[src/line_timing_map.svh]
// register offsets, field positions and timing counts of the line timing block
`ifndef LINE_TIMING_MAP_SVH
`define LINE_TIMING_MAP_SVH
`define OFS_STD_CTRL 8'h0F
`define OFS_TIP 8'h10
`define OFS_GAP 8'h11
`define OFS_BURST 8'h12
`define OFS_CBP 8'h13
`define OFS_XBP 8'h14
`define OFS_ACT 8'h15
`define OFS_ACT_START 8'h16
`define OFS_ACT_END 8'h17
`define OFS_UPPER 8'h18
`define OFS_FP 8'h19
`define OFS_EQ_LOW 8'h1A
`define OFS_EQ_HIGH 8'h1B
`define OFS_VS_LOW 8'h1C
`define OFS_VS_HIGH 8'h1D
`define OFS_BAR 8'h1E
`define OFS_STATUS 8'h1F
`define BIT_MIRROR 7
`define BIT_LONG_FRAME 6
`define BIT_PAL 5
`define BIT_PEDESTAL 4
`define LINES_LONG 10'h271
`define LINES_SHORT 10'h20D
`define PULSE_ADD_256 10'h100
`define FIELD_DELAY 4'hC
`define KIND_DELAY 4'h5
`define STD_RESET 8'h00
`define LEN_RESET 8'h00
`define KIND_NORMAL 5'h00
`define KIND_VSYNC 5'h01
`define KIND_EQUAL 5'h02
`define VSYNC_LINES 10'h006
`define EQUAL_LINES 10'h009
`endif

[src/line_timing_pkg.sv]
// types shared by the line timing block
package line_timing_pkg;
  typedef struct packed {
    logic mirrored_enable_flag;
    logic long_frame_select;
    logic phase_alternate_select;
    logic pedestal_enable;
    logic [1:0] luma_gain_code;
    logic [1:0] chroma_gain_code;
  } std_ctrl_t;
  typedef struct packed {
    logic [1:0] luma_gain_code;
    logic [1:0] chroma_gain_code;
    logic pedestal_enable;
    logic phase_alternate_select;
    logic phase_flip;
  } video_mode_t;
  typedef enum logic [7:0] {
    ST_TIP = 8'h01,
    ST_GAP = 8'h02,
    ST_BURST = 8'h04,
    ST_CBP = 8'h08,
    ST_ACTIVE = 8'h10,
    ST_FP = 8'h20,
    ST_PULSE_LOW = 8'h40,
    ST_PULSE_HIGH = 8'h80
  } seg_t;
endpackage

[src/video_standard_line_timing.sv]
// line and frame timing generator with standard control registers
//
// Functional notes
// - long frame select high gives 625 lines, low gives 525 lines
// - phase alternate select high gives PAL line alternation, else NTSC
// - pedestal enable adds the 7.5 IRE pedestal to output video
// - luma gain code bits 3-2 select luminance gain standard
// - chroma gain code bits 1-0 select chrominance gain standard
// - control bit 7 mirrors the external mirror flag input, writes ignored
// - sync tip lasts the programmed 0 to 255 pixel clocks
// - breezeway and burst each last their own programmed count
// - colour back porch lasts its programmed 0 to 255 count
// - extended back porch is ten bits, upper bits in shared bits 7-6
// - active video length is ten bits, upper bits in shared bits 5-4
// - starting half-line active length uses shared bits 3-2
// - ending half-line active length uses shared bits 1-0
// - front porch lasts its programmed 0 to 255 count
// - equalization low portion lasts its programmed count
// - equalization high portion lasts programmed value plus 256
// - vertical sync low portion lasts programmed value plus 256
// - vertical sync high portion lasts its programmed count
// - each colour bar is as wide as its programmed count
// - field id in status bits 7-5 refreshed 12 clocks after sync edge
// - line kind id in status bits 4-0 refreshed 5 clocks after sync edge
`timescale 1ns/1ps
`include "line_timing_map.svh"
module video_standard_line_timing #(
  parameter int LEN_W = 10
) (
  input wire logic mclk_i,
  input wire logic rst_b_i,
  input wire logic ce_i,
  input wire logic reg_wr_i,
  input wire logic reg_rd_i,
  input wire logic [7:0] reg_addr_i,
  input wire logic [7:0] reg_wdata_i,
  input wire logic ext_mirror_flag_i,
  input wire logic color_bar_test_i,
  output logic [7:0] reg_rdata_o,
  output logic combined_sync_pin_b_o,
  output logic burst_gate_o,
  output logic active_video_o,
  output logic bar_step_o,
  output line_timing_pkg::video_mode_t video_mode_o
);
  import line_timing_pkg::*;

  initial
  begin
    if (LEN_W != 10)
      $error("LEN_W must be 10");
  end

  // ==========================================================
  // registers
  std_ctrl_t std_ctrl;
  logic [7:0] tip_len, gap_len, burst_len, cbp_len, xbp_low, act_low;
  logic [7:0] act_start_low, act_end_low, upper_bits, fp_len;
  logic [7:0] eq_low_len, eq_high_len, vs_low_len, vs_high_len, bar_len;
  logic [2:0] field_id;
  logic [4:0] line_kind_id;

  wire wr_en = ce_i && reg_wr_i;
  // writes; bit 7 of the control register is not stored
  always_ff @(posedge mclk_i)
  begin
    if (!rst_b_i)
    begin
      std_ctrl <= `STD_RESET;
      {tip_len, gap_len, burst_len, cbp_len} <= {4{`LEN_RESET}};
      {xbp_low, act_low, act_start_low, act_end_low} <= {4{`LEN_RESET}};
      {upper_bits, fp_len, eq_low_len, eq_high_len} <= {4{`LEN_RESET}};
      {vs_low_len, vs_high_len, bar_len} <= {3{`LEN_RESET}};
    end
    else if (wr_en)
    begin
      std_ctrl.mirrored_enable_flag <= ext_mirror_flag_i;
      unique case (reg_addr_i)
        `OFS_STD_CTRL: std_ctrl[6:0] <= reg_wdata_i[6:0];
        `OFS_TIP: tip_len <= reg_wdata_i;
        `OFS_GAP: gap_len <= reg_wdata_i;
        `OFS_BURST: burst_len <= reg_wdata_i;
        `OFS_CBP: cbp_len <= reg_wdata_i;
        `OFS_XBP: xbp_low <= reg_wdata_i;
        `OFS_ACT: act_low <= reg_wdata_i;
        `OFS_ACT_START: act_start_low <= reg_wdata_i;
        `OFS_ACT_END: act_end_low <= reg_wdata_i;
        `OFS_UPPER: upper_bits <= reg_wdata_i;
        `OFS_FP: fp_len <= reg_wdata_i;
        `OFS_EQ_LOW: eq_low_len <= reg_wdata_i;
        `OFS_EQ_HIGH: eq_high_len <= reg_wdata_i;
        `OFS_VS_LOW: vs_low_len <= reg_wdata_i;
        `OFS_VS_HIGH: vs_high_len <= reg_wdata_i;
        `OFS_BAR: bar_len <= reg_wdata_i;
        default: ;
      endcase
    end
    else if (ce_i)
      std_ctrl.mirrored_enable_flag <= ext_mirror_flag_i;
  end

  // ten-bit lengths built from low byte and shared upper bits
  wire [9:0] xbp_len = {upper_bits[7:6], xbp_low};
  wire [9:0] act_len = {upper_bits[5:4], act_low};
  wire [9:0] act_start_len = {upper_bits[3:2], act_start_low};
  wire [9:0] act_end_len = {upper_bits[1:0], act_end_low};
  wire [9:0] lines_per_frame = std_ctrl.long_frame_select ?
    `LINES_LONG : `LINES_SHORT;

  // read data mux
  logic [7:0] rd_mux;
  always_comb
  begin
    unique case (reg_addr_i)
      `OFS_STD_CTRL: rd_mux = std_ctrl;
      `OFS_TIP: rd_mux = tip_len;
      `OFS_GAP: rd_mux = gap_len;
      `OFS_BURST: rd_mux = burst_len;
      `OFS_CBP: rd_mux = cbp_len;
      `OFS_XBP: rd_mux = xbp_low;
      `OFS_ACT: rd_mux = act_low;
      `OFS_ACT_START: rd_mux = act_start_low;
      `OFS_ACT_END: rd_mux = act_end_low;
      `OFS_UPPER: rd_mux = upper_bits;
      `OFS_FP: rd_mux = fp_len;
      `OFS_EQ_LOW: rd_mux = eq_low_len;
      `OFS_EQ_HIGH: rd_mux = eq_high_len;
      `OFS_VS_LOW: rd_mux = vs_low_len;
      `OFS_VS_HIGH: rd_mux = vs_high_len;
      `OFS_BAR: rd_mux = bar_len;
      `OFS_STATUS: rd_mux = {field_id, line_kind_id};
      default: rd_mux = 8'h00;
    endcase
  end

  always_ff @(posedge mclk_i)
  begin
    if (!rst_b_i)
      reg_rdata_o <= 8'h00;
    else if (ce_i && reg_rd_i)
      reg_rdata_o <= rd_mux;
  end

  // ==========================================================
  // segment sequencer
  seg_t seg, next_seg;
  logic [9:0] seg_cnt, next_cnt;
  logic [9:0] line_num;
  logic half_sel, phase_flip;
  logic [2:0] field_cnt;
  logic [7:0] bar_cnt;

  wire in_vsync = line_num < `VSYNC_LINES;
  wire in_equal = !in_vsync && line_num < `EQUAL_LINES;
  wire first_line = line_num == 10'h000;
  wire last_line = line_num == lines_per_frame - 10'h001;
  wire seg_done = seg_cnt == 10'h000;

  // segment length less one; zero length passes in one clock
  function automatic logic [9:0] load_len(input logic [9:0] len);
    load_len = (len == 10'h000) ? 10'h000 : len - 10'h001;
  endfunction

  // active video length chosen by half-line position
  wire [9:0] act_pick = first_line ? act_start_len :
    last_line ? act_end_len : act_len;
  wire [9:0] pulse_low = {2'b00, vs_low_len} + `PULSE_ADD_256;
  wire [9:0] pulse_high = {2'b00, eq_high_len} + `PULSE_ADD_256;

  // line boundary and the kind of the line that follows
  wire line_end = seg_done && (seg == ST_FP || seg == ST_PULSE_HIGH);
  wire [9:0] next_line = last_line ? 10'h000 : line_num + 10'h001;
  wire next_vs = next_line < `VSYNC_LINES;
  wire next_eq = !next_vs && next_line < `EQUAL_LINES;

  // next segment and its counter
  always_comb
  begin
    next_seg = seg;
    next_cnt = seg_cnt - 10'h001;
    if (seg_done)
    begin
      unique case (seg)
        ST_TIP:
        begin
          next_seg = ST_GAP;
          next_cnt = load_len({2'b00, gap_len});
        end
        ST_GAP:
        begin
          next_seg = ST_BURST;
          next_cnt = load_len({2'b00, burst_len});
        end
        ST_BURST:
        begin
          next_seg = ST_CBP;
          next_cnt = load_len({2'b00, cbp_len} + xbp_len);
        end
        ST_CBP:
        begin
          next_seg = ST_ACTIVE;
          next_cnt = load_len(act_pick);
        end
        ST_ACTIVE:
        begin
          next_seg = ST_FP;
          next_cnt = load_len({2'b00, fp_len});
        end
        ST_PULSE_LOW:
        begin
          next_seg = ST_PULSE_HIGH;
          next_cnt = in_vsync ? load_len({2'b00, vs_high_len}) :
            load_len(pulse_high);
        end
        default:
        begin
          next_seg = (next_vs || next_eq) ? ST_PULSE_LOW : ST_TIP;
          next_cnt = next_vs ? load_len(pulse_low) :
            next_eq ? load_len({2'b00, eq_low_len}) :
            load_len({2'b00, tip_len});
        end
      endcase
    end
  end

  always_ff @(posedge mclk_i)
  begin
    if (!rst_b_i)
    begin
      seg <= ST_FP;
      seg_cnt <= 10'h000;
      line_num <= 10'h000;
      half_sel <= 1'b0;
      phase_flip <= 1'b0;
      field_cnt <= 3'h0;
    end
    else if (ce_i)
    begin
      seg <= next_seg;
      seg_cnt <= next_cnt;
      if (line_end)
      begin
        line_num <= next_line;
        phase_flip <= std_ctrl.phase_alternate_select & ~phase_flip;
        if (last_line)
          field_cnt <= field_cnt + 3'h1;
      end
    end
  end

  // ==========================================================
  // sync edge delays for the status fields
  logic [3:0] since_edge;
  wire sync_edge = ce_i && seg_done &&
    (next_seg == ST_TIP || next_seg == ST_PULSE_LOW);
  always_ff @(posedge mclk_i)
  begin
    if (!rst_b_i)
    begin
      since_edge <= `FIELD_DELAY;
      field_id <= 3'h0;
      line_kind_id <= `KIND_NORMAL;
    end
    else if (ce_i)
    begin
      if (sync_edge)
        since_edge <= 4'h0; // counts clocks after the pin edge
      else if (since_edge != `FIELD_DELAY)
        since_edge <= since_edge + 4'h1;
      if (since_edge == `KIND_DELAY - 4'h1 && !sync_edge)
        line_kind_id <= in_vsync ? `KIND_VSYNC :
          in_equal ? `KIND_EQUAL : `KIND_NORMAL;
      if (since_edge == `FIELD_DELAY - 4'h1 && !sync_edge)
        field_id <= field_cnt;
    end
  end

  // ==========================================================
  // output pins and colour bar stepping
  always_ff @(posedge mclk_i)
  begin
    if (!rst_b_i)
    begin
      combined_sync_pin_b_o <= 1'b1;
      burst_gate_o <= 1'b0;
      active_video_o <= 1'b0;
      bar_step_o <= 1'b0;
      bar_cnt <= 8'h00;
      video_mode_o <= '0;
    end
    else if (ce_i)
    begin
      combined_sync_pin_b_o <= !(next_seg == ST_TIP ||
        next_seg == ST_PULSE_LOW);
      burst_gate_o <= next_seg == ST_BURST && !in_vsync;
      active_video_o <= next_seg == ST_ACTIVE;
      bar_step_o <= 1'b0;
      if (next_seg != ST_ACTIVE || !color_bar_test_i)
        bar_cnt <= 8'h00;
      else if (bar_cnt + 8'h01 >= bar_len) // bar of bar_len clocks
      begin
        bar_cnt <= 8'h00;
        bar_step_o <= 1'b1;
      end
      else
        bar_cnt <= bar_cnt + 8'h01;
      video_mode_o.luma_gain_code <= std_ctrl.luma_gain_code;
      video_mode_o.chroma_gain_code <= std_ctrl.chroma_gain_code;
      video_mode_o.pedestal_enable <= std_ctrl.pedestal_enable;
      video_mode_o.phase_alternate_select <=
        std_ctrl.phase_alternate_select;
      video_mode_o.phase_flip <= phase_flip;
    end
  end
endmodule

[config.mk]
export PLATFORM = sky130hd
export DESIGN_NAME = video_standard_line_timing
export DESIGN_NICKNAME = d
export VERILOG_FILES = /design/src/line_timing_pkg.sv /design/src/video_standard_line_timing.sv
export VERILOG_INCLUDE_DIRS = /design/src /design/src/src
export SDC_FILE = /design/constraint.sdc
export NUM_CORES = 1
export LEC_CHECK = 0
export BUFFER_PORTS_ARGS = -buffer_cell sky130_fd_sc_hd__clkbuf_2
export CELL_PAD_IN_SITES_DETAIL_PLACEMENT = 2
export CELL_PAD_IN_SITES_GLOBAL_PLACEMENT = 2
export CORE_ASPECT_RATIO = 1.2
export CORE_UTILIZATION = 39
export CTS_BUF_LIST = sky130_fd_sc_hd__clkbuf_4
export CTS_CLUSTER_SIZE = 24
export DETAILED_ROUTE_END_ITERATION = 6
export GPL_TIMING_DRIVEN = 0
export HOLD_SLACK_MARGIN = 0.06
export PLACE_DENSITY = 0.79
export SLEW_MARGIN = 20
export SYNTH_ARGS = -nofsm -noshare
export SYNTH_HDL_FRONTEND = slang
export SYNTH_SLANG_ARGS = --single-unit
[constraint.sdc]
create_clock -name mclk_i -period 4.78 [get_ports mclk_i]
set_input_delay 1.434 -clock mclk_i [delete_from_list [all_inputs] [get_ports mclk_i]]
set_output_delay 1.434 -clock mclk_i [all_outputs]
set_load 0.005 [all_outputs]
==> parameters.txt, run 1 <==
Parameter                              Value

Route
  Average via count per standard cell ... 6.34
  Number of antenna-violating nets in the routed design ... 0
  Routed wire length on met3 ... 3.48 mm
  Violation count after the first detailed-route iteration ... 964
  Vias ... 13,033
  Met2 wire length ... 26.8 mm
  DR pass1 iterations ... 7
  Post-detailed-routing wire length ... 58.7 mm
  Post-detailed-route wirelength per cell ... 28.6 um
  Post-route DRC violation count ... 4
  Post-Route M1 WL ... 24.8 mm
  DR top layer ... met4

Synthesis
  Cell count after synthesis ... 1,585
  Cell type with the highest aggregate area in the netlist ... sky130_fd_sc_hd__dfxtp_1
  Total number of yosys warnings ... 0
  Netlist cell types ... 100
  Count of flip-flops with a built-in enable after synthesis ... 0
  Cell types with the largest area share after synthesis ... sky130_fd_sc_hd__dfxtp_1 31%, sky130_fd_sc_hd__mux2i_1 8.6%, sky130_fd_sc_hd__nor2_1 6.3%
  Sequential element share of the synthesized area ... 31.3%
  Post-synthesis sequential element count ... 196
  Most instantiated flip-flop cell in the synthesis netlist ... sky130_fd_sc_hd__dfxtp_1
  Synthesized area per cell ... 7.91 sq um
  Cell area after synthesis ... 0.0125 sq mm
  Async SR Flop Fraction ... 0%
  Synth top area share ... 31.3%
  Net count after synthesis ... 1,643

Clock tree
  Worst skew pair latency ... 0.71 ns
  Maximum number of buffers from clock root to sink ... 2
  Number of levels the H-tree was split into ... 4
  Root buf cell ... sky130_fd_sc_hd__clkbuf_4
  Number of buffers added by the clock tree synthesis step ... 17
  Buffer count from post-CTS setup fixing ... 0
  CTS sink cnt ... 196
  PostCTS Resize Cnt ... 0
  TritonCTS clock tree ... built
  CTS Hold Bufs ... 0
  Clock-pin transition on the worst setup and hold timing paths ... 0.18 ns

Finish
  Fillers ... 3,665
  Layout Nets ... 1,697
  Area used by multi-input combinational logic ... 0.00803 sq mm
  Most used cells in the layout excluding fill and tap cells ... 211 x sky130_fd_sc_hd__nor2_1, 196 x sky130_fd_sc_hd__dfxtp_1, 172 x sky130_fd_sc_hd__nand2_1
  Leading cell type in the layout, fill and taps excluded ... sky130_fd_sc_hd__nor2_1
  Final Core Density ... 43.2%
  Area used by sequential logic in the layout ... 0.00392 sq mm
  Share of final-layout standard cells stronger than drive strength 1 ... 9.99%
  Final instance area ... 0.0136 sq mm
  Relative area change from synthesis to final layout ... 8.45%

STA
  Fraction of the cycle the final worst path needs ... 89.5%
  Setup violations, final ... 0
  Least-Margin Pin Slew ... 1.13 ns
  RSZ-0062 raised after global routing ... false
  Number of hold-slack violations in the final timing report ... 0
  Max transition margin ... 24.5%
  Setup slack of the critical path after layout ... 0.500 ns
  Min Tclk post-route ... 4.28 ns
  Final count of pins violating max slew ... 0
  Setup_tns ... 0 ns
  Clock skew after layout ... 0.0242 ns
  Worst hold slack ... 0.467 ns
  Upper clock frequency limit ... 234 MHz

Power and ir drop
  VDD IR-drop max ... 0.127 mV
  Power per cell area ... 278 mW/mm^2
  Static leakage ... 4.91 nW

Setup path
  Crit path max-delay cell type ... sky130_fd_sc_hd__a2111oi_4
  Capturing instance or port of the critical path ... seg_cnt[8]$_SDFFE_PN0P_
  Number of stages on the worst setup path ... 17
  R2R cell count ... 17
  Category of the critical setup timing path ... reg2reg
  Worst flop-to-flop path endpoint ... seg_cnt[8]$_SDFFE_PN0P_
  Ordered list of cells on the worst path ... clkbuf_1, inv_1, ha_1, and3_1, buf_1, nand2_1, clkbuf_1, nand2_1, a21oi_1, a21oi_1, ha_1, o21ai_0, a31o_2, inv_1, a2111oi_4, a221oi_2, nor3_2
  Crit-path max cell delay ... 0.64 ns
  Reg2Reg Launch Point ... line_num[1]$_SDFFE_PN0P_
  Critical path data required time ... 5.43 ns
  Number of buffers and inverters on the critical path ... 5
  Maximum fanout along the worst path ... 10
  Gate family responsible for the most delay along the worst path ... compound AO/OA/AOI/OAI gates
  CP Data Arrival Time ... 4.92 ns
  Worst Setup End Kind ... flip-flop
  Element type at the critical path start ... flip-flop
  Worst Setup SP ... line_num[1]$_SDFFE_PN0P_
  Flop-to-flop setup slack ... 0.50 ns

Floorplan
  Area inside the core boundary ... 0.0314 sq mm
  Die footprint ... 0.0329 sq mm
  Number of placed I/O pins ... 42
  Chip Height ... 198 um
  Horizontal die dimension ... 166 um
  Initial Util ... 39.9%
  Number of placement rows ... 71

Place
  Dpl hpwl ... 45.7 mm
  Port buffer count ... 32
  Minimum setup slack after placement ... 0.0822 ns
  Final GP Congestion ... 0.975
  Placement-stage cell area ... 0.0133 sq mm

Worst hold path
  Worst min path class ... reg2reg
  Worst Hold Path Cells ... 2

Global route
  Vias in the first global route ... 13,438
  First-pass GRT wire length ... 86.8 mm
  Pin count of the biggest net entering global routing ... 20
  Antenna violations before repair ... 4
  Total grt overflow ... 0
  Global Route Usage Sum ... 35.9%

Flow run
  # Max-Cap Violations ... 0

Status
  Violations in the final reports ... design-rule violations
  Run status ... complete, but fails checks
-- layout make-up --
type / instances / share of cell area (%)
Multi-Input combinational cell: 1240 / 59.1
Sequential cell: 196 / 28.9
Tap cell: 401 / 3.69
Buffer: 101 / 3.31
Clock inverter: 15 / 1.43
Timing Repair Buffer: 36 / 1.36
Inverter: 47 / 1.30
Clock buffer: 17 / 0.939
Antenna cell: 2 / 0.0368
-- cell usage after synthesis (6+ instances only) --
master	instances
sky130_fd_sc_hd__a211oi_1	10
sky130_fd_sc_hd__a21o_1	6
sky130_fd_sc_hd__a21oi_1	116
sky130_fd_sc_hd__a221oi_1	11
sky130_fd_sc_hd__a22oi_1	24
sky130_fd_sc_hd__a31oi_1	16
sky130_fd_sc_hd__and2_1	6
sky130_fd_sc_hd__and3_1	10
sky130_fd_sc_hd__buf_1	8
sky130_fd_sc_hd__buf_2	12
sky130_fd_sc_hd__buf_6	6
sky130_fd_sc_hd__clkbuf_1	73
sky130_fd_sc_hd__dfxtp_1	196
sky130_fd_sc_hd__ha_1	34
sky130_fd_sc_hd__inv_1	47
sky130_fd_sc_hd__mux2_2	6
sky130_fd_sc_hd__mux2i_1	108
sky130_fd_sc_hd__mux4_2	9
sky130_fd_sc_hd__nand2_1	172
sky130_fd_sc_hd__nand2b_1	13
sky130_fd_sc_hd__nand3_1	76
sky130_fd_sc_hd__nand3b_1	6
sky130_fd_sc_hd__nand4_1	9
sky130_fd_sc_hd__nor2_1	211
sky130_fd_sc_hd__nor2b_1	7
sky130_fd_sc_hd__nor3_1	58
sky130_fd_sc_hd__nor3_2	8
sky130_fd_sc_hd__nor3b_1	10
sky130_fd_sc_hd__nor4_1	16
sky130_fd_sc_hd__nor4b_1	6
sky130_fd_sc_hd__o211ai_1	6
sky130_fd_sc_hd__o21ai_0	50
sky130_fd_sc_hd__o22ai_1	25
sky130_fd_sc_hd__o31ai_1	8
sky130_fd_sc_hd__or2_2	9
sky130_fd_sc_hd__or3_1	12
sky130_fd_sc_hd__or4_1	10
sky130_fd_sc_hd__xnor2_1	31
sky130_fd_sc_hd__xor2_1	37
-- per-stage QoR --
stage / cells / power (mW)
3_5_place_dp: 2022 / 2.72
5_1_grt: 2055 / 3.91
4_1_cts: 2054 / 3.77
2_1_floorplan: 1585 / 2.39
3_3_place_gp: 2018 / 2.68
6_report: 2055 / 3.78
-- registers in the layout (all words and copies together), names as in the netlist, 4 cells and up --
signal         cells
seg                8
seg_cnt           10
act_start_low      8
bar_len            8
video_mode_o       7
vs_high_len        8
line_num          10
bar_cnt            8
eq_low_len         8
gap_len            8
eq_high_len        8
upper_bits         8
act_end_low        8
cbp_len            8
xbp_low            8
since_edge         4
vs_low_len         8
act_low            8
reg_rdata_o        8
burst_len          8
tip_len            8
std_ctrl           8
fp_len             8
-- cell families after synthesis --
| kind of cell | share of synthesized area, % |
|---|---|
| AOI/OAI and AO/OA | 18.6 |
| xor gates and xnor gates | 4.75 |
| adders and majority gates | 3.55 |
| buffers and inverters | 5.03 |
| DFF | 31.3 |
| muxes | 10.8 |
| and+or+nand+nor | 26.0 |
-- worst min-delay path, delay by kind of cell (launching register included) --
kind / cells / cell delay [ns]
AOI/OAI and AO/OA: 1 / 0.05
DFF: 1 / 0.34
and+or+nand+nor: 1 / 0.05
-- power breakdown --
part | switching (mW) | internal (mW)
logic | 0.659 | 0.312
registers | 0.0620 | 1.69
clock network | 0.725 | 0.338
-- worst min-delay path by stage --
stage,to,slack (ns),start
6_report,reg_rdata_o[1]$_SDFFE_PN0P_,0.47,reg_rdata_o[1]$_SDFFE_PN0P_
3_5_place_dp,reg_rdata_o[1]$_SDFFE_PN0P_,0.45,reg_rdata_o[1]$_SDFFE_PN0P_
5_1_grt,reg_rdata_o[1]$_SDFFE_PN0P_,0.50,reg_rdata_o[1]$_SDFFE_PN0P_
3_3_place_gp,reg_rdata_o[0]$_SDFFE_PN0P_,0.44,reg_rdata_o[0]$_SDFFE_PN0P_
2_1_floorplan,reg_rdata_o[0]$_SDFFE_PN0P_,0.45,reg_rdata_o[0]$_SDFFE_PN0P_
4_1_cts,reg_rdata_o[1]$_SDFFE_PN0P_,0.47,reg_rdata_o[1]$_SDFFE_PN0P_
-- metal layers --
metal	track usage (%)	vias to the layer above
li1	-	5814
met1	44.7	6599
met2	58.6	473
met3	5.45	147
met4	22.8	0
met5	0	-
Power figures use the tool's default switching activity.
==> run 2: changes to the inputs <==
--- a/config.mk
+++ b/config.mk
@@ -6,17 +6,18 @@
 export SDC_FILE = /design/constraint.sdc
 export NUM_CORES = 1
 export LEC_CHECK = 0
+export ABC_AREA = 1
 export BUFFER_PORTS_ARGS = -buffer_cell sky130_fd_sc_hd__clkbuf_2
 export CELL_PAD_IN_SITES_DETAIL_PLACEMENT = 2
 export CELL_PAD_IN_SITES_GLOBAL_PLACEMENT = 2
 export CORE_ASPECT_RATIO = 1.2
-export CORE_UTILIZATION = 39
+export CORE_UTILIZATION = 37
 export CTS_BUF_LIST = sky130_fd_sc_hd__clkbuf_4
 export CTS_CLUSTER_SIZE = 24
 export DETAILED_ROUTE_END_ITERATION = 6
 export GPL_TIMING_DRIVEN = 0
 export HOLD_SLACK_MARGIN = 0.06
-export PLACE_DENSITY = 0.79
+export PLACE_DENSITY = 0.8
 export SLEW_MARGIN = 20
 export SYNTH_ARGS = -nofsm -noshare
 export SYNTH_HDL_FRONTEND = slang
==> run 2 against run 1 <==
Effect of this change: the run now ends clean; clock power fell by 15%; hold slack improved by 0.015 ns; wire length fell by 7.1%; critical endpoint unchanged; largest cell class unchanged.
==> parameters.txt, run 2 <==
Parameter                              Value

Floorplan
  Die footprint ... 0.0325 sq mm (was 0.0329 sq mm)
  Chip Height ... 197 um (was 198 um)
  Area inside the core boundary ... 0.0313 sq mm (was 0.0314 sq mm)
  Horizontal die dimension ... 165 um (was 166 um)
  Number of placement rows ... 71 (unchanged)
  Number of placed I/O pins ... 42 (unchanged)
  Initial Util ... 37.6% (was 39.9%)

Power and ir drop
  Sum of internal, switching and leakage power ... 3.39 mW (was 3.78 mW)
  VDD IR-drop max ... 0.220 mV (was 0.127 mV)
  Power per cell area ... 267 mW/mm^2 (was 278 mW/mm^2)
  Static leakage ... 5.09 nW (was 4.91 nW)

Worst hold path
  Worst min path class ... reg2reg (unchanged)
  Worst hold path endpoint ... reg_rdata_o[3]$_SDFFE_PN0P_ (was reg_rdata_o[1]$_SDFFE_PN0P_)
  Startpoint of the worst hold path ... reg_rdata_o[3]$_SDFFE_PN0P_ (was reg_rdata_o[1]$_SDFFE_PN0P_)
  Worst Hold Path Cells ... 2 (unchanged)

Flow run
  # Max-Cap Violations ... 0 (unchanged)

Synthesis
  Synthesized area per cell ... 6.75 sq um (was 7.91 sq um)
  Leading post-synthesis cells by instance count ... 267 x sky130_fd_sc_hd__nand2_1, 234 x sky130_fd_sc_hd__inv_1, 226 x sky130_fd_sc_hd__a21oi_1, 196 x sky130_fd_sc_hd__dfxtp_1, 186 x sky130_fd_sc_hd__o21ai_0 (was 211 x sky130_fd_sc_hd__nor2_1, 196 x sky130_fd_sc_hd__dfxtp_1, 172 x sky130_fd_sc_hd__nand2_1, 116 x sky130_fd_sc_hd__a21oi_1, 108 x sky130_fd_sc_hd__mux2i_1)
  Async SR Flop Fraction ... 0% (unchanged)
  Post-synthesis sequential element count ... 196 (unchanged)
  Total number of yosys warnings ... 0 (unchanged)
  Cell types with the largest area share after synthesis ... sky130_fd_sc_hd__dfxtp_1 33%, sky130_fd_sc_hd__a21oi_1 9.6%, sky130_fd_sc_hd__nand2_1 8.5% (was sky130_fd_sc_hd__dfxtp_1 31%, sky130_fd_sc_hd__mux2i_1 8.6%, sky130_fd_sc_hd__nor2_1 6.3%)
  Cell with the most instances after synthesis ... sky130_fd_sc_hd__nand2_1 (was sky130_fd_sc_hd__nor2_1)
  Net count after synthesis ... 1,799 (was 1,643)
  Sequential element share of the synthesized area ... 33.4% (was 31.3%)
  Cell type with the highest aggregate area in the netlist ... sky130_fd_sc_hd__dfxtp_1 (unchanged)
  Cell count after synthesis ... 1,741 (was 1,585)
  Count of flip-flops with a built-in enable after synthesis ... 0 (unchanged)
  Synth top area share ... 33.4% (was 31.3%)
  Netlist cell types ... 53 (was 100)
  Cell area after synthesis ... 0.0117 sq mm (was 0.0125 sq mm)
  Most instantiated flip-flop cell in the synthesis netlist ... sky130_fd_sc_hd__dfxtp_1 (unchanged)

Clock tree
  Buffer count from post-CTS setup fixing ... 0 (unchanged)
  CTS sink cnt ... 196 (unchanged)
  Number of levels the H-tree was split into ... 4 (unchanged)
  PostCTS Resize Cnt ... 0 (unchanged)
  Root buf cell ... sky130_fd_sc_hd__clkbuf_4 (unchanged)
  TritonCTS clock tree ... built (unchanged)
  Worst skew pair latency ... 0.69 ns (was 0.71 ns)
  Clock-pin transition on the worst setup and hold timing paths ... 0.18 ns (about the same)
  Maximum number of buffers from clock root to sink ... 2 (unchanged)
  CTS Hold Bufs ... 0 (unchanged)
  Number of buffers added by the clock tree synthesis step ... 17 (unchanged)

Global route
  Antenna violations before repair ... 2 (was 4)
  Total grt overflow ... 0 (unchanged)
  First-pass GRT wire length ... 81.0 mm (was 86.8 mm)
  Global Route Usage Sum ... 34.3% (was 35.9%)
  Pin count of the biggest net entering global routing ... 18 (was 20)
  Vias in the first global route ... 13,483 (was 13,438)

Route
  Post-detailed-routing wire length ... 54.5 mm (was 58.7 mm)
  DR top layer ... met4 (unchanged)
  Violation count after the first detailed-route iteration ... 634 (was 964)
  Post-Route M1 WL ... 22.7 mm (was 24.8 mm)
  DR pass1 iterations ... 5 (was 7)
  Routed wire length on met3 ... 1.93 mm (was 3.48 mm)
  Number of antenna-violating nets in the routed design ... 0 (unchanged)
  Met2 wire length ... 27.0 mm (was 26.8 mm)
  Average via count per standard cell ... 5.82 (was 6.34)
  Vias ... 12,890 (was 13,033)
  Post-detailed-route wirelength per cell ... 24.6 um (was 28.6 um)
  Post-route DRC violation count ... 0 (was 4)

STA
  Clock skew after layout ... 0.0262 ns (was 0.0242 ns)
  Fraction of the cycle the final worst path needs ... 81.0% (was 89.5%)
  Min Tclk post-route ... 3.87 ns (was 4.28 ns)
  Upper clock frequency limit ... 258 MHz (was 234 MHz)
  Setup_tns ... 0 ns (unchanged)
  RSZ-0062 raised after global routing ... false (unchanged)
  Number of hold-slack violations in the final timing report ... 0 (unchanged)
  Max transition margin ... 28.9% (was 24.5%)
  Setup violations, final ... 0 (unchanged)
  Least-Margin Pin Slew ... 1.04 ns (was 1.13 ns)
  Final count of pins violating max slew ... 0 (unchanged)
  Worst hold slack ... 0.481 ns (was 0.467 ns)

Setup path
  Worst Setup End Kind ... flip-flop (unchanged)
  Flop-to-flop setup slack ... 0.91 ns (was 0.50 ns)
  Element type at the critical path start ... flip-flop (unchanged)
  Category of the critical setup timing path ... reg2reg (unchanged)
  Worst flop-to-flop path endpoint ... seg_cnt[8]$_SDFFE_PN0P_ (unchanged)
  Critical path data required time ... 5.39 ns (was 5.43 ns)
  CP Data Arrival Time ... 4.48 ns (was 4.92 ns)
  Maximum fanout along the worst path ... 10 (unchanged)
  R2R cell count ... 19 (was 17)
  Reg2Reg Launch Point ... line_num[0]$_SDFFE_PN0P_ (was line_num[1]$_SDFFE_PN0P_)

Finish
  Leading cell type in the layout, fill and taps excluded ... sky130_fd_sc_hd__nand2_1 (was sky130_fd_sc_hd__nor2_1)
  Share of final-layout standard cells stronger than drive strength 1 ... 6.67% (was 9.99%)
  Relative area change from synthesis to final layout ... 8.09% (was 8.45%)
  Final Core Density ... 40.6% (was 43.2%)
  Area used by sequential logic in the layout ... 0.00392 sq mm (unchanged)
  Area used by multi-input combinational logic ... 0.00663 sq mm (was 0.00803 sq mm)
  Most used cells in the layout excluding fill and tap cells ... 267 x sky130_fd_sc_hd__nand2_1, 234 x sky130_fd_sc_hd__inv_1, 226 x sky130_fd_sc_hd__a21oi_1 (was 211 x sky130_fd_sc_hd__nor2_1, 196 x sky130_fd_sc_hd__dfxtp_1, 172 x sky130_fd_sc_hd__nand2_1)
  Registers with the most flip-flops ... line_num: 10 flops, seg_cnt: 10 flops (unchanged)
  Layout Nets ... 1,858 (was 1,697)
  Fillers ... 3,907 (was 3,665)

Place
  Dpl hpwl ... 43.8 mm (was 45.7 mm)
  Final GP Congestion ... 0.930 (was 0.975)
  Port buffer count ... 40 (was 32)

Status
  Run status ... finished, final reports clean (was complete, but fails checks)
run 2: power by group:
part	switching [mW]	total, mW	internal, mW	leakage, nW
sequential	0.0476	1.73	1.68	1.59
clock	0.671	0.897	0.226	0.136
combinational	0.539	0.763	0.224	3.37
run 2: layer usage:
layer | global-route usage, % | vias to the layer above
met5 | 0 | -
met4 | 18.7 | 0
met3 | 4.81 | 107
met2 | 60.0 | 264
met1 | 39.9 | 6521
li1 | - | 5998
run 2: cells by family after synthesis:
family                     after synthesis  share of synthesized area (%)
AOI/OAI and AO/OA                      528                           24.7
xor gates and xnor gates                66                           4.92
adders and majority gates               35                           3.79
buffers and inverters                  311                           10.2
DFF                                    196                           33.4
and+or+nand+nor                        605                           23.0
run 2: worst max-delay path, stage by stage, from the launching register on:
cell and delay [ns]:
sky130_fd_sc_hd__dfxtp_1 0.43, sky130_fd_sc_hd__inv_1 0.19, sky130_fd_sc_hd__ha_1 0.21, sky130_fd_sc_hd__nand2_1 0.06, sky130_fd_sc_hd__nor2_1 0.30, sky130_fd_sc_hd__nand3_1 0.18, sky130_fd_sc_hd__buf_2 0.26, sky130_fd_sc_hd__o211ai_1 0.18
sky130_fd_sc_hd__o21ai_1 0.22, sky130_fd_sc_hd__inv_1 0.23, sky130_fd_sc_hd__ha_1 0.27, sky130_fd_sc_hd__nand3_1 0.10, sky130_fd_sc_hd__nor2_1 0.21, sky130_fd_sc_hd__nand4_1 0.16, sky130_fd_sc_hd__nand2_2 0.20, sky130_fd_sc_hd__inv_2 0.08
sky130_fd_sc_hd__nand2_1 0.11, sky130_fd_sc_hd__nand3_1 0.16, sky130_fd_sc_hd__o21ai_1 0.19, sky130_fd_sc_hd__inv_1 0.05
run 2: final cells by class:
| type | instances | share of cell area (%) |
|---|---|---|
| multi-input cells | 1234 | 52.2 |
| flip-flops and latches | 196 | 30.9 |
| inverters | 243 | 7.18 |
| well taps | 401 | 3.95 |
| plain buffers | 68 | 2.25 |
| repair buffers | 40 | 1.58 |
| clock buffers | 19 | 1.12 |
| clock inverters | 13 | 0.808 |
| diodes | 1 | 0.0197 |
run 2: worst max path at each step:
stage,start,to,slack (ns)
after floorplan,reg_addr_i[7],bar_len[6]$_SDFFE_PN0P_,1.78
after global placement,reg_addr_i[4],reg_rdata_o[5]$_SDFFE_PN0P_,0.59
after detailed placement,reg_addr_i[4],reg_rdata_o[5]$_SDFFE_PN0P_,0.57
after CTS,line_num[0]$_SDFFE_PN0P_,seg_cnt[8]$_SDFFE_PN0P_,0.94
after global routing,line_num[0]$_SDFFE_PN0P_,seg_cnt[8]$_SDFFE_PN0P_,0.58
final,line_num[0]$_SDFFE_PN0P_,seg_cnt[8]$_SDFFE_PN0P_,0.91
run 2: stage by stage:
stage / setup WS (ns) / instance area, sq um / cells
final: 0.907 / 12700 / 2215
after global routing: 0.581 / 12700 / 2215
after CTS: 0.938 / 12700 / 2214
after detailed placement: 0.566 / 12400 / 2182
after global placement: 0.586 / 12400 / 2182
after floorplan: 1.78 / 11700 / 1741
==> run 3: changes to the inputs <==
==> constraint.sdc (replaced) <==
create_clock -name mclk_i -period 3.75 [get_ports mclk_i]
set_input_delay 1.125 -clock mclk_i [delete_from_list [all_inputs] [get_ports mclk_i]]
set_output_delay 1.125 -clock mclk_i [all_outputs]
set_load 0.005 [all_outputs]
==> run 3 against run 2 <==
Effect of this change: fmax rose by 12%; sequential share of layout area fell by 0.063 points; non-clock buffer count rose by 2; setup slack got worse by 0.63 ns; utilization rose by 0.096 points; clock power rose by 28%; total power rose by 28%; cell area rose by 0.24%; register-to-register slack got worse by 0.63 ns; critical path type unchanged; critical endpoint unchanged; highest routed layer unchanged.
==> parameters.txt, run 3 (synthesis gave the netlist of run 2 again) <==
Parameter                              Value

Route
  Post-detailed-routing wire length ... 54.5 mm (about the same)
  Vias ... 12,925 (was 12,890)
  DR pass1 iterations ... 5 (unchanged)
  Post-route DRC violation count ... 0 (unchanged)
  Number of antenna-violating nets in the routed design ... 0 (unchanged)
  Post-detailed-route wirelength per cell ... 24.6 um (about the same)
  Average via count per standard cell ... 5.83 (was 5.82)
  Violation count after the first detailed-route iteration ... 697 (was 634)

Clock tree
  Root buf cell ... sky130_fd_sc_hd__clkbuf_4 (unchanged)
  Number of buffers added by the clock tree synthesis step ... 17 (unchanged)
  Maximum number of buffers from clock root to sink ... 2 (unchanged)
  TritonCTS clock tree ... built (unchanged)
  Clock-pin transition on the worst setup and hold timing paths ... 0.18 ns (about the same)
  CTS sink cnt ... 196 (unchanged)
  Number of levels the H-tree was split into ... 4 (unchanged)
  CTS Hold Bufs ... 0 (unchanged)
  Worst skew pair latency ... 0.69 ns (about the same)

Finish
  Registers with the most flip-flops ... line_num: 10 flops, seg_cnt: 10 flops (unchanged)
  Leading cell type in the layout, fill and taps excluded ... sky130_fd_sc_hd__nand2_1 (unchanged)
  Share of final-layout standard cells stronger than drive strength 1 ... 7.05% (was 6.67%)
  Relative area change from synthesis to final layout ... 8.35% (was 8.09%)
  Most used cells in the layout excluding fill and tap cells ... 267 x sky130_fd_sc_hd__nand2_1, 233 x sky130_fd_sc_hd__inv_1, 226 x sky130_fd_sc_hd__a21oi_1 (was 267 x sky130_fd_sc_hd__nand2_1, 234 x sky130_fd_sc_hd__inv_1, 226 x sky130_fd_sc_hd__a21oi_1)
  Layout Nets ... 1,860 (was 1,858)
  Fillers ... 3,911 (was 3,907)

Floorplan
  Number of placement rows ... 71 (unchanged)
  Chip Height ... 197 um (unchanged)
  Number of placed I/O pins ... 42 (unchanged)
  Die footprint ... 0.0325 sq mm (unchanged)
  Area inside the core boundary ... 0.0313 sq mm (unchanged)
  Initial Util ... 37.6% (unchanged)
  Horizontal die dimension ... 165 um (unchanged)

Setup path
  Worst flop-to-flop path endpoint ... seg_cnt[8]$_SDFFE_PN0P_ (unchanged)
  Crit-path max cell delay ... 0.40 ns (was 0.43 ns)
  Reg2Reg Launch Point ... line_num[0]$_SDFFE_PN0P_ (unchanged)
  Flop-to-flop setup slack ... 0.28 ns (was 0.91 ns)
  Maximum fanout along the worst path ... 10 (unchanged)
  Number of buffers and inverters on the critical path ... 4 (was 5)
  Number of stages on the worst setup path ... 19 (unchanged)
  Element type at the critical path start ... flip-flop (unchanged)
  Crit path max-delay cell type ... sky130_fd_sc_hd__dfxtp_2 (was sky130_fd_sc_hd__dfxtp_1)
  Critical path data required time ... 4.36 ns (was 5.39 ns)
  CP Data Arrival Time ... 4.08 ns (was 4.48 ns)
  Gate family responsible for the most delay along the worst path ... simple AND/OR/NAND/NOR gates (unchanged)
  Category of the critical setup timing path ... reg2reg (unchanged)
  Worst Setup End Kind ... flip-flop (unchanged)
  R2R cell count ... 19 (unchanged)
  Critical Path Most Common Cell ... sky130_fd_sc_hd__nand2_1
  Ordered list of cells on the worst path ... inv_1, ha_1, nand2_1, nor2_4, nand3_4, buf_2, nand2_1, o211ai_1, o21ai_1, ha_1, nand3_1, nor2_2, nand4_1, nand2_2, inv_2, nand2_1, nand3_1, o21ai_1, inv_1 (was inv_1, ha_1, nand2_1, nor2_1, nand3_1, buf_2, o211ai_1, o21ai_1, inv_1, ha_1, nand3_1, nor2_1, nand4_1, nand2_2, inv_2, nand2_1, nand3_1, o21ai_1, inv_1)

Power and ir drop
  Static leakage ... 5.10 nW (was 5.09 nW)
  Sum of internal, switching and leakage power ... 4.32 mW (was 3.39 mW)
  Power per cell area ... 340 mW/mm^2 (was 267 mW/mm^2)
  VDD IR-drop max ... 0.280 mV (was 0.220 mV)

Worst hold path
  Startpoint of the worst hold path ... reg_rdata_o[3]$_SDFFE_PN0P_ (unchanged)
  Worst hold path endpoint ... reg_rdata_o[3]$_SDFFE_PN0P_ (unchanged)
  Worst min path class ... reg2reg (unchanged)
  Worst Hold Path Cells ... 2 (unchanged)

Global route
  First-pass GRT wire length ... 81.0 mm (about the same)
  Total grt overflow ... 0 (unchanged)
  Pin count of the biggest net entering global routing ... 18 (unchanged)
  Vias in the first global route ... 13,487 (was 13,483)
  Global Route Usage Sum ... 34.3% (about the same)
  Antenna violations before repair ... 2 (unchanged)

STA
  Number of hold-slack violations in the final timing report ... 0 (unchanged)
  Final count of pins violating max slew ... 0 (unchanged)
  Min Tclk post-route ... 3.47 ns (was 3.87 ns)
  Upper clock frequency limit ... 288 MHz (was 258 MHz)
  Setup violations, final ... 0 (unchanged)
  Worst hold slack ... 0.481 ns (about the same)
  Clock skew after layout ... 0.0245 ns (was 0.0262 ns)
  Max transition margin ... 28.7% (was 28.9%)
  Fraction of the cycle the final worst path needs ... 92.5% (was 81.0%)
  Least-Margin Pin Slew ... 1.04 ns (about the same)

Flow run
  # Max-Cap Violations ... 0 (unchanged)

Status
  Run status ... finished, final reports clean (unchanged)

Place
  Dpl hpwl ... 43.8 mm (unchanged)
  Final GP Congestion ... 0.930 (unchanged)
  Port buffer count ... 40 (unchanged)
run 3: cell count changes in the layout (fill, tap and decap cells not counted), sizes merged:
| cell | before | now |
|---|---|---|
| buf | 14 | 16 |
run 3: area by class of cell:
| cell class | count | area (sq um) | area share, % |
|---|---|---|---|
| Antenna cell | 1 | 2.50 | 0.0197 |
| Timing Repair Buffer | 42 | 215 | 1.69 |
| Buffer | 68 | 285 | 2.24 |
| Multi-Input combinational cell | 1234 | 6640 | 52.2 |
| Inverter | 243 | 912 | 7.17 |
| Tap cell | 401 | 502 | 3.94 |
| Clock buffer | 19 | 143 | 1.12 |
| Sequential cell | 196 | 3930 | 30.8 |
| Clock inverter | 13 | 103 | 0.806 |
run 3: worst reg2reg max path, cell delays in order (launching register included):
cell and delay [ns]:
sky130_fd_sc_hd__dfxtp_2 0.40, sky130_fd_sc_hd__inv_1 0.17, sky130_fd_sc_hd__ha_1 0.21, sky130_fd_sc_hd__nand2_1 0.09, sky130_fd_sc_hd__nor2_4 0.17, sky130_fd_sc_hd__nand3_4 0.17, sky130_fd_sc_hd__buf_2 0.28, sky130_fd_sc_hd__nand2_1 0.12
sky130_fd_sc_hd__o211ai_1 0.09, sky130_fd_sc_hd__o21ai_1 0.22, sky130_fd_sc_hd__ha_1 0.31, sky130_fd_sc_hd__nand3_1 0.12, sky130_fd_sc_hd__nor2_2 0.16, sky130_fd_sc_hd__nand4_1 0.13, sky130_fd_sc_hd__nand2_2 0.17, sky130_fd_sc_hd__inv_2 0.07
sky130_fd_sc_hd__nand2_1 0.11, sky130_fd_sc_hd__nand3_1 0.16, sky130_fd_sc_hd__o21ai_1 0.19, sky130_fd_sc_hd__inv_1 0.05
run 3: through the flow:
step / setup slack, ns / setup TNS, ns / area, sq um / cells / util (%)
4_1_cts: 0.0520 / 0 / 12700 / 2214 / 40.6
3_5_place_dp: -0.155 / -0.206 / 12400 / 2182 / 39.8
3_3_place_gp: -0.135 / -0.135 / 12400 / 2182 / 39.8
6_report: 0.281 / 0 / 12700 / 2217 / 40.7
5_1_grt: -0.0146 / -0.0146 / 12700 / 2217 / 40.7
2_1_floorplan: 1.00 / 0 / 11700 / 1741 / -
run 3: worst max-delay path by stage:
stage	from	end	slack [ns]
floorplan	line_num[0]$_SDFFE_PN0P_	seg_cnt[8]$_SDFFE_PN0P_	1.0
global placement	reg_addr_i[4]	reg_rdata_o[5]$_SDFFE_PN0P_	-0.13
detailed placement	reg_addr_i[4]	reg_rdata_o[5]$_SDFFE_PN0P_	-0.16
CTS	line_num[0]$_SDFFE_PN0P_	seg_cnt[8]$_SDFFE_PN0P_	0.05
global route	line_num[0]$_SDFFE_PN0P_	seg_cnt[8]$_SDFFE_PN0P_	-0.01
finish	line_num[0]$_SDFFE_PN0P_	seg_cnt[8]$_SDFFE_PN0P_	0.28
run 3: repair_timing:
item | CTS | global route
setup endpoints to repair | 1 | 10
buffers inserted | 0 | 2
gates resized for setup | 2 | 4
pin swaps | 0 | 1
run 3: power breakdown:
part	internal (mW)	switching (mW)
logic	0.286	0.690
clock network	0.288	0.857
registers	2.14	0.0606
total	2.71	1.61
run 3: layer usage:
metal	share of wire (%)	up-vias	GRT usage, %	routed length [um]
met3	4.0	118	4.81	2170
met5	0	-	0	0
li1	-	6003	-	-
met4	5.6	0	18.7	3030
met2	49	297	60.0	27000
met1	41	6507	39.9	22400
